## config.mk

```make
export PLATFORM = sky130hd
export DESIGN_NAME = mae_exec
export DESIGN_NICKNAME = d
export VERILOG_FILES = /design/src/mae_pkg.sv /design/src/mae_alu_core.sv /design/src/mae_exec.sv
export SDC_FILE = /design/constraint.sdc
export NUM_CORES = 1
export LEC_CHECK = 0
export BUFFER_PORTS_ARGS = -buffer_cell sky130_fd_sc_hd__buf_2
export CAP_MARGIN = 5
export CORE_MARGIN = 1
export CORE_UTILIZATION = 47
export CTS_CLUSTER_SIZE = 40
export DETAILED_ROUTE_END_ITERATION = 8
export GPL_ROUTABILITY_DRIVEN = 0
export PLACE_DENSITY = 0.77
export REMOVE_ABC_BUFFERS = 1
export SETUP_SLACK_MARGIN = 0.05
export SYNTH_ARGS = -nofsm -noshare
export SYNTH_HDL_FRONTEND = slang
export SYNTH_SLANG_ARGS = --single-unit
```

## constraint.sdc

```tcl
create_clock -name clk_sys -period 3.9 [get_ports clk_sys]
set_input_delay 0.585 -clock clk_sys [delete_from_list [all_inputs] [get_ports clk_sys]]
set_output_delay 0.585 -clock clk_sys [all_outputs]
set_load 0.005 [all_outputs]
```

## src/mae_pkg.sv

```systemverilog
// Shared constants and types for the instruction execution block
package mae_pkg;
  localparam int MAE_DW = 8;
  localparam int MAE_MEM_AW = 7;
  localparam int MAE_IMM_W = 8;
  localparam int MAE_PC_W = 10;
  localparam int MAE_REG_AW = 2;
  localparam logic [1:0] MAE_OFS_ACCUM = 2'h0;
  localparam logic [1:0] MAE_OFS_STATUS = 2'h1;
  localparam logic [1:0] MAE_OFS_PRECLR = 2'h2;
  localparam int MAE_BIT_MAIN_SPILL = 0;
  localparam int MAE_BIT_NIBBLE_CARRY = 1;
  localparam int MAE_BIT_NULL = 2;
  localparam int MAE_BIT_SIGNED_WRAP = 3;
  localparam int MAE_BIT_POWER_DOWN = 4;
  localparam int MAE_BIT_EXPIRED = 5;
  localparam int MAE_BIT_PRE_FIRST = 0;
  localparam int MAE_BIT_PRE_SECOND = 1;
  localparam logic [7:0] MAE_ACC_RST = 8'h00;
  localparam logic [3:0] MAE_FLAGS_RST = 4'h0;
  localparam logic [7:0] MAE_ZERO_BYTE = 8'h00;
  localparam logic [7:0] MAE_ONE_BYTE = 8'h01;
  localparam logic [4:0] MAE_BCD_LIMIT = 5'h09;
  localparam logic [4:0] MAE_BCD_FIX = 5'h06;

  typedef enum logic [4:0] {
    MAE_OP_NONE,
    MAE_OP_SUM_CARRY_ACC,
    MAE_OP_SUM_WITH_CARRY_TO_MEMORY,
    MAE_OP_SUM_MEM_ACC,
    MAE_OP_SUM_IMM_ACC,
    MAE_OP_SUM_TO_MEMORY,
    MAE_OP_CONJ_MEM_ACC,
    MAE_OP_CONJ_IMM_ACC,
    MAE_OP_BITWISE_CONJ_TO_MEMORY,
    MAE_OP_CALL,
    MAE_OP_BYTE_CLEAR,
    MAE_OP_BIT_CLEAR,
    MAE_OP_WATCHDOG_RESTART,
    MAE_OP_WATCHDOG_PRECLEAR_FIRST,
    MAE_OP_WATCHDOG_PRECLEAR_SECOND,
    MAE_OP_INVERT_MEMORY,
    MAE_OP_INVERT_TO_ACCUM,
    MAE_OP_BCD_ADJUST,
    MAE_OP_MINUS_ONE_MEMORY,
    MAE_OP_MINUS_ONE_TO_ACCUM
  } mae_op_t;
endpackage

```

## src/mae_alu_core.sv

```systemverilog
// Combinational result and flag logic of the execution block
`timescale 1ns/1ps
module mae_alu_core
  import mae_pkg::*;
(
  input wire mae_op_t op,
  input wire logic [7:0] acc,
  input wire logic [7:0] mem,
  input wire logic [7:0] imm,
  input wire logic [2:0] bit_sel,
  input wire logic main_spill,
  input wire logic nibble_carry,
  output logic [7:0] res,
  output logic [3:0] flags,
  output logic [3:0] flags_we,
  output logic acc_we,
  output logic mem_we
);
  // Returns {spill, nibble carry, signed wrap, sum}
  function automatic logic [10:0] add8(input logic [7:0] a, input logic [7:0] b,
                                       input logic cin);
    logic [4:0] lo;
    logic [8:0] full;
    logic wrap;
    lo = {1'b0, a[3:0]} + {1'b0, b[3:0]} + {4'h0, cin};
    full = {1'b0, a} + {1'b0, b} + {8'h00, cin};
    wrap = (a[7] == b[7]) && (full[7] != a[7]);
    return {full[8], lo[4], wrap, full[7:0]};
  endfunction

  logic [10:0] sum;
  logic [4:0] lo_adj;
  logic [4:0] hi_adj;
  logic adj_carry;
  logic hi_fix;

  always_comb begin
    sum = add8(acc, MAE_ZERO_BYTE, 1'b0);
    res = acc;
    flags = {1'b0, 1'b0, nibble_carry, main_spill};
    flags_we = 4'h0;
    acc_we = 1'b0;
    mem_we = 1'b0;
    lo_adj = {1'b0, acc[3:0]};
    adj_carry = 1'b0;
    hi_adj = {1'b0, acc[7:4]};
    hi_fix = 1'b0;
    unique case (op)
      MAE_OP_SUM_CARRY_ACC, MAE_OP_SUM_WITH_CARRY_TO_MEMORY, MAE_OP_SUM_MEM_ACC,
      MAE_OP_SUM_IMM_ACC, MAE_OP_SUM_TO_MEMORY: begin
        sum = add8(acc, (op == MAE_OP_SUM_IMM_ACC) ? imm : mem,
                   main_spill && (op == MAE_OP_SUM_CARRY_ACC ||
                                  op == MAE_OP_SUM_WITH_CARRY_TO_MEMORY));
        res = sum[7:0];
        flags[MAE_BIT_MAIN_SPILL] = sum[10];
        flags[MAE_BIT_NIBBLE_CARRY] = sum[9];
        flags[MAE_BIT_SIGNED_WRAP] = sum[8];
        flags_we = 4'hF;
        acc_we = (op == MAE_OP_SUM_CARRY_ACC) || (op == MAE_OP_SUM_MEM_ACC) ||
                 (op == MAE_OP_SUM_IMM_ACC);
        mem_we = !acc_we;
      end
      MAE_OP_CONJ_MEM_ACC, MAE_OP_CONJ_IMM_ACC, MAE_OP_BITWISE_CONJ_TO_MEMORY: begin
        res = acc & ((op == MAE_OP_CONJ_IMM_ACC) ? imm : mem);
        flags_we[MAE_BIT_NULL] = 1'b1;
        acc_we = (op != MAE_OP_BITWISE_CONJ_TO_MEMORY);
        mem_we = !acc_we;
      end
      MAE_OP_BYTE_CLEAR: begin
        res = MAE_ZERO_BYTE;
        mem_we = 1'b1;
      end
      MAE_OP_BIT_CLEAR: begin
        res = mem & ~(MAE_ONE_BYTE << bit_sel);
        mem_we = 1'b1;
      end
      MAE_OP_INVERT_MEMORY, MAE_OP_INVERT_TO_ACCUM: begin
        res = ~mem;
        flags_we[MAE_BIT_NULL] = 1'b1;
        acc_we = (op == MAE_OP_INVERT_TO_ACCUM);
        mem_we = !acc_we;
      end
      MAE_OP_MINUS_ONE_MEMORY, MAE_OP_MINUS_ONE_TO_ACCUM: begin
        res = mem - MAE_ONE_BYTE;
        flags_we[MAE_BIT_NULL] = 1'b1;
        acc_we = (op == MAE_OP_MINUS_ONE_TO_ACCUM);
        mem_we = !acc_we;
      end
      MAE_OP_BCD_ADJUST: begin
        if (lo_adj > MAE_BCD_LIMIT || nibble_carry) begin
          lo_adj = lo_adj + MAE_BCD_FIX;
          adj_carry = lo_adj[4];
        end
        hi_fix = (hi_adj + {4'h0, adj_carry}) > MAE_BCD_LIMIT || main_spill;
        hi_adj = hi_adj + {4'h0, adj_carry} + (hi_fix ? MAE_BCD_FIX : 5'h00);
        res = {hi_adj[3:0], lo_adj[3:0]};
        flags[MAE_BIT_MAIN_SPILL] = main_spill || hi_fix;
        flags_we[MAE_BIT_MAIN_SPILL] = 1'b1;
        mem_we = 1'b1;
      end
      default: begin
      end
    endcase
    flags[MAE_BIT_NULL] = (res == MAE_ZERO_BYTE);
  end
endmodule

```

## src/mae_exec.sv

```systemverilog
// Top of the instruction execution block: state, watchdog flags, registers
`timescale 1ns/1ps
module mae_exec
  import mae_pkg::*;
#(
  parameter int MEM_AW = MAE_MEM_AW,
  parameter int PC_W = MAE_PC_W
) (
  input wire logic clk_sys,
  input wire logic rst_b,
  input wire logic op_valid,
  input wire mae_op_t op_code,
  input wire logic [MEM_AW-1:0] op_addr,
  input wire logic [MAE_IMM_W-1:0] op_imm,
  input wire logic [2:0] op_bit,
  input wire logic [PC_W-1:0] op_target,
  input wire logic [PC_W-1:0] pc_now,
  input wire logic [MAE_DW-1:0] mem_rdata,
  input wire logic watchdog_timeout,
  input wire logic halt_enter,
  input wire logic [MAE_REG_AW-1:0] reg_addr,
  input wire logic [MAE_DW-1:0] reg_wdata,
  input wire logic reg_wr,
  input wire logic reg_rd,
  output logic [MAE_DW-1:0] reg_rdata_r,
  output logic [MAE_DW-1:0] acc_r,
  output logic [3:0] arith_flags_r,
  output logic power_down_flag_r,
  output logic watchdog_expired_bit_r,
  output logic watchdog_clear_r,
  output logic mem_we_r,
  output logic [MEM_AW-1:0] mem_waddr_r,
  output logic [MAE_DW-1:0] mem_wdata_r,
  output logic stack_push_r,
  output logic [PC_W-1:0] stack_data_r,
  output logic pc_load_r,
  output logic [PC_W-1:0] pc_target_r
);
  logic [MAE_DW-1:0] alu_res;
  logic [3:0] alu_flags;
  logic [3:0] alu_flags_we;
  logic alu_acc_we;
  logic alu_mem_we;
  logic pre_first_r;
  logic pre_second_r;
  logic wdt_clear_nxt;
  logic is_pre_first;
  logic is_pre_second;

  mae_alu_core u_alu (
    .op(op_valid ? op_code : MAE_OP_NONE),
    .acc(acc_r),
    .mem(mem_rdata),
    .imm(op_imm),
    .bit_sel(op_bit),
    .main_spill(arith_flags_r[MAE_BIT_MAIN_SPILL]),
    .nibble_carry(arith_flags_r[MAE_BIT_NIBBLE_CARRY]),
    .res(alu_res),
    .flags(alu_flags),
    .flags_we(alu_flags_we),
    .acc_we(alu_acc_we),
    .mem_we(alu_mem_we)
  );

  assign is_pre_first = op_valid && op_code == MAE_OP_WATCHDOG_PRECLEAR_FIRST;
  assign is_pre_second = op_valid && op_code == MAE_OP_WATCHDOG_PRECLEAR_SECOND;
  // Counterpart must already be recorded; a repeat of the same pre-clear never clears
  assign wdt_clear_nxt = (op_valid && op_code == MAE_OP_WATCHDOG_RESTART) ||
                         (is_pre_first && pre_second_r) ||
                         (is_pre_second && pre_first_r);

  // Accumulator; an executing operation wins over a software write
  always_ff @(posedge clk_sys or negedge rst_b) begin
    if (!rst_b) begin
      acc_r <= MAE_ACC_RST;
    end else if (alu_acc_we) begin
      acc_r <= alu_res;
    end else if (reg_wr && reg_addr == MAE_OFS_ACCUM) begin
      acc_r <= reg_wdata;
    end
  end

  // Arithmetic flags, per-bit enables from the datapath
  always_ff @(posedge clk_sys or negedge rst_b) begin
    if (!rst_b) begin
      arith_flags_r <= MAE_FLAGS_RST;
    end else if (op_valid && alu_flags_we != 4'h0) begin
      for (int i = 0; i < 4; i++) begin
        if (alu_flags_we[i]) begin
          arith_flags_r[i] <= alu_flags[i];
        end
      end
    end else if (reg_wr && reg_addr == MAE_OFS_STATUS) begin
      arith_flags_r <= reg_wdata[3:0];
    end
  end

  // Pre-clear indicators
  always_ff @(posedge clk_sys or negedge rst_b) begin
    if (!rst_b) begin
      pre_first_r <= 1'b0;
      pre_second_r <= 1'b0;
    end else if (wdt_clear_nxt) begin
      pre_first_r <= 1'b0;
      pre_second_r <= 1'b0;
    end else begin
      if (is_pre_first) begin
        pre_first_r <= 1'b1;
      end
      if (is_pre_second) begin
        pre_second_r <= 1'b1;
      end
    end
  end

  // Status flags: a timeout or halt in the clearing cycle is kept
  always_ff @(posedge clk_sys or negedge rst_b) begin
    if (!rst_b) begin
      power_down_flag_r <= 1'b0;
      watchdog_expired_bit_r <= 1'b0;
      watchdog_clear_r <= 1'b0;
    end else begin
      watchdog_clear_r <= wdt_clear_nxt;
      if (halt_enter) begin
        power_down_flag_r <= 1'b1;
      end else if (wdt_clear_nxt) begin
        power_down_flag_r <= 1'b0;
      end
      if (watchdog_timeout) begin
        watchdog_expired_bit_r <= 1'b1;
      end else if (wdt_clear_nxt) begin
        watchdog_expired_bit_r <= 1'b0;
      end
    end
  end

  // Data memory write port
  always_ff @(posedge clk_sys or negedge rst_b) begin
    if (!rst_b) begin
      mem_we_r <= 1'b0;
      mem_waddr_r <= '0;
      mem_wdata_r <= MAE_ZERO_BYTE;
    end else begin
      mem_we_r <= alu_mem_we;
      if (alu_mem_we) begin
        mem_waddr_r <= op_addr;
        mem_wdata_r <= alu_res;
      end
    end
  end

  // Call: push next address, load target
  always_ff @(posedge clk_sys or negedge rst_b) begin
    if (!rst_b) begin
      stack_push_r <= 1'b0;
      pc_load_r <= 1'b0;
      stack_data_r <= '0;
      pc_target_r <= '0;
    end else begin
      stack_push_r <= op_valid && op_code == MAE_OP_CALL;
      pc_load_r <= op_valid && op_code == MAE_OP_CALL;
      if (op_valid && op_code == MAE_OP_CALL) begin
        stack_data_r <= pc_now + PC_W'(1);
        pc_target_r <= op_target;
      end
    end
  end

  // Register read port, unmapped reads return zero
  always_ff @(posedge clk_sys or negedge rst_b) begin
    if (!rst_b) begin
      reg_rdata_r <= MAE_ZERO_BYTE;
    end else if (reg_rd) begin
      unique case (reg_addr)
        MAE_OFS_ACCUM: reg_rdata_r <= acc_r;
        MAE_OFS_STATUS: begin
          reg_rdata_r <= {2'b00, watchdog_expired_bit_r, power_down_flag_r, arith_flags_r};
        end
        MAE_OFS_PRECLR: reg_rdata_r <= {6'h00, pre_second_r, pre_first_r};
        default: reg_rdata_r <= MAE_ZERO_BYTE;
      endcase
    end else begin
      reg_rdata_r <= MAE_ZERO_BYTE;
    end
  end
endmodule

```

==> results.md <==
- Worst-path cell chain: o21a_1 -> ha_4 -> ha_4 -> o21ai_0 -> nand2_1 -> a21oi_2 -> inv_1 -> ha_2 -> fa_2 -> xnor2_2 -> xnor2_1 -> nor2_1 -> or4_4 -> a221oi_4 -> o2111ai_2 -> a31oi_1
- Most frequent cells in the layout: 128 x buf_2, 94 x nand2_1, 62 x dfrtp_1
- Max Buffers Root-to-Sink: 2
- Initial antenna violation count: 0
- Largest family of logic cells by synthesized area: simple AND/OR/NAND/NOR gates
- XOR/XNOR Fraction of Synth Area: 3.55%
- Clock tree skew after final layout: 0.0121 ns
- Area Growth Syn to Fin: 24.7%
- Pleak: 2.57 nW
- Via count: 4262
- Setup TNS: 0 ns
- Port bufs: 128
- Crit share post-route: 96.8%
- Critical path origin: acc_r[2]$_DFFE_PN0P_
- Crit path max fanout: 3
- Cell count after synthesis: 489
- Number of synthesized register bits: 62
- Final Max Tran Viols: 0
- Layout cell share with drive strength beyond 1: 31.3%
- Crit. End Element: flip-flop
- Power Density: 457 nW/um^2
- Ports: 129
- Total wire length: 12500 um
- Drt pass-1 iters: 5
- ANT cells: 0
- CTS H-tree depth: 3
- Starting DRT DRC Count: 373
- Final ANT Viol Nets: 0
- RSZ-0062 raised after global routing: false
- Netlist cell types: 67
- Final cell count without fillers: 731
- Core Util, Final: 60.3%
- Cell mode on critical path: ha_4
- Worst slew pin tran: 0.890 ns
- Buffers and inverters on the worst path: 1
- Chip Height: 96.5 um
- Clock Tree Root: clkbuf_8
- First-pass GRT wire length: 19000 um
- Final setup fails: 0
- Initial Util: 48.3%
- Seq/Total Area, Yosys: 37.0%
- Hold Buf Count CTS: 0
- Total congestion overflow: 0
- CTS Sinks: 62
- Post-DR vias/cell: 5.83
- Net count reported at finish: 702
- Compound-gate portion of the synthesized area: 20.4%
- DIE AREA: 9310 sq um
- CP required: 4.14 ns
- Worst-path clk slew: 0.08 ns
- Dpl ws: 0.0294 ns
- TritonCTS clock tree: built
- Critical Path Max Stage Delay: 0.53 ns
- YS warnings: 0
- Fmax: 265 MHz
- Ys async rst share: 100%
- DRC: 0
- CP arrival: 4.02 ns
- Number of flops mapped to enable cells by yosys: 0
- Critical Path Source Type: flip-flop
- Total power: 0.00239 W
- Post-Place Cells: 714
- Cell Area, Synth: 4190 sq um
- Crit path max-delay family: compound AO/OA/AOI/OAI gates
- Max Cap Viol: 0
- Die width: 96.5 um
- Core Footprint: 8680 sq um
- Worst IR Drop VDD: 225 uV
- Vias in the first global route: 3951
- Post-synthesis simple-gate area fraction: 21.5%
- Commonest non-fill, non-tap cell in the layout: buf_2
- Ys flop type: dfrtp_1
- Slowest-stage cell, CP: or4_4
- GRT Total Usage: 26.9%
- FF-to-FF Start: acc_r[2]$_DFFE_PN0P_
- Synth Area in Adders: 5.31%
- Post-synthesis mux area share: 7.10%
- Hold Fails Final Rpt: 0
- Row cnt: 34
- WL/cell: 17.1 um
- Status: finished clean
- Syn_area_per_cell: 8.58 sq um
- Critical path type: reg -> reg
- Hold Crit Class: in -> async
- Post-DP HPWL: 9390 um
- PnR worst setup slack: 0.124 ns
- Min cycle time layout: 3.78 ns
- CTS Buf Count: 9
- Largest net degree at the start of global routing: 41
- Slew margin rel.: 40.7%
- Skew-Pair Late Insertion Delay: 0.34 ns
==> metrics by stage <==
stage	cell area (sq um)	hold slack, ns
after floorplan	4060	0.289
after global placement	4950	0.454
after detailed placement	4950	0.458
after CTS	5170	0.395
after global routing	5230	0.420
final	5230	0.365
==> power by group <==
group | switching, W | internal [W] | total, W
Clock | 0.000265 | 0.000316 | 0.000580
Combinational | 0.000507 | 0.000432 | 0.000939
Sequential | 0.000101 | 0.000772 | 0.000873
Total | 0.000872 | 0.00152 | 0.00239
==> synthesized netlist by cell type (3+ instances only) <==
library cell | n | area share [%]
o21ai_0 | 40 | 4.8
ha_1 | 13 | 3.9
nor3b_1 | 4 | 0.72
or3_1 | 5 | 0.75
and2_1 | 4 | 0.60
and3_1 | 3 | 0.45
nor2b_1 | 4 | 0.60
a21oi_1 | 31 | 3.7
o21ai_1 | 3 | 0.36
xor2_1 | 7 | 1.5
dfrtp_1 | 62 | 37
a31oi_1 | 6 | 0.90
o22ai_1 | 3 | 0.45
o211ai_1 | 5 | 0.90
nand3_1 | 13 | 1.6
nor3_1 | 10 | 1.2
xnor2_1 | 10 | 2.1
nand2b_1 | 3 | 0.45
o2111ai_1 | 4 | 0.84
clkbuf_1 | 13 | 1.2
mux2_2 | 14 | 3.8
o21a_1 | 3 | 0.54
a221oi_1 | 5 | 1.0
o221ai_1 | 4 | 0.84
fa_1 | 3 | 1.4
nand2_1 | 94 | 8.4
mux2i_1 | 14 | 3.3
a21o_1 | 3 | 0.54
nor2_1 | 32 | 2.9
inv_1 | 19 | 1.7
buf_4 | 3 | 0.54
o31ai_1 | 3 | 0.54
buf_2 | 8 | 0.95
==> registers in the layout, summed over array words and instances (netlist names) <==
register	count
pc_target_r	10
stack_data_r	10
acc_r	8
mem_wdata_r	8
reg_rdata_r	8
mem_waddr_r	7
arith_flags_r	4
mem_we_r	1
pc_load_r	1
power_down_flag_r	1
pre_first_r	1
pre_second_r	1
watchdog_clear_r	1
watchdog_expired_bit_r	1
==> kinds of logic (layout without fill, tap and decap cells) <==
family                     count (synthesis)  in the layout
AOI/OAI and AO/OA                        130            130
xor gates and xnor gates                  17             17
adders and majority gates                 16             16
buffers and inverters                     47            181
DFF                                       62             62
muxes                                     28             28
and+or+nand+nor                          189            189
==> per-layer routing <==
| layer | vias to the layer above | share of wire [%] | track usage (%) |
|---|---|---|---|
| met5 | - | 0 | 0 |
| met4 | 0 | 3.2 | 11.9 |
| met3 | 50 | 8.0 | 5.71 |
| met2 | 225 | 47 | 44.1 |
| met1 | 1980 | 42 | 34.2 |
| li1 | 2007 | - | - |
==> repair_timing <==
action / in CTS / in global routing
setup buffers: 0 / 1
gates resized for setup: 2 / 11
cloned: 0 / 0
pin swaps: 3 / 6
setup endpoints to repair: 1 / 3
==> final cells by class <==
class,count,area [sq um]
inverters,21,78.8
fillers,795,3450
multi-input cells,380,2500
flip-flops and latches,62,1550
well taps,108,135
clock inverters,6,68.8
clock buffers,10,138
repair buffers,144,761
==> path summary, 6_finish.rpt <==
kind	end	slack, ns	cells after the start
max	arith_flags_r[2]$_DFFE_PN0P_	0.12	16
min	stack_data_r[5]$_DFFE_PN0P_	0.37	1
max reg2reg	arith_flags_r[2]$_DFFE_PN0P_	0.12	16
min reg2reg	pc_target_r[0]$_DFFE_PN0P_	0.47	2
max in group asynchronous	acc_r[1]$_DFFE_PN0P_	2.68	2
min in group clk_sys	pc_target_r[0]$_DFFE_PN0P_	0.43	3
Power figures use the tool's default switching activity.
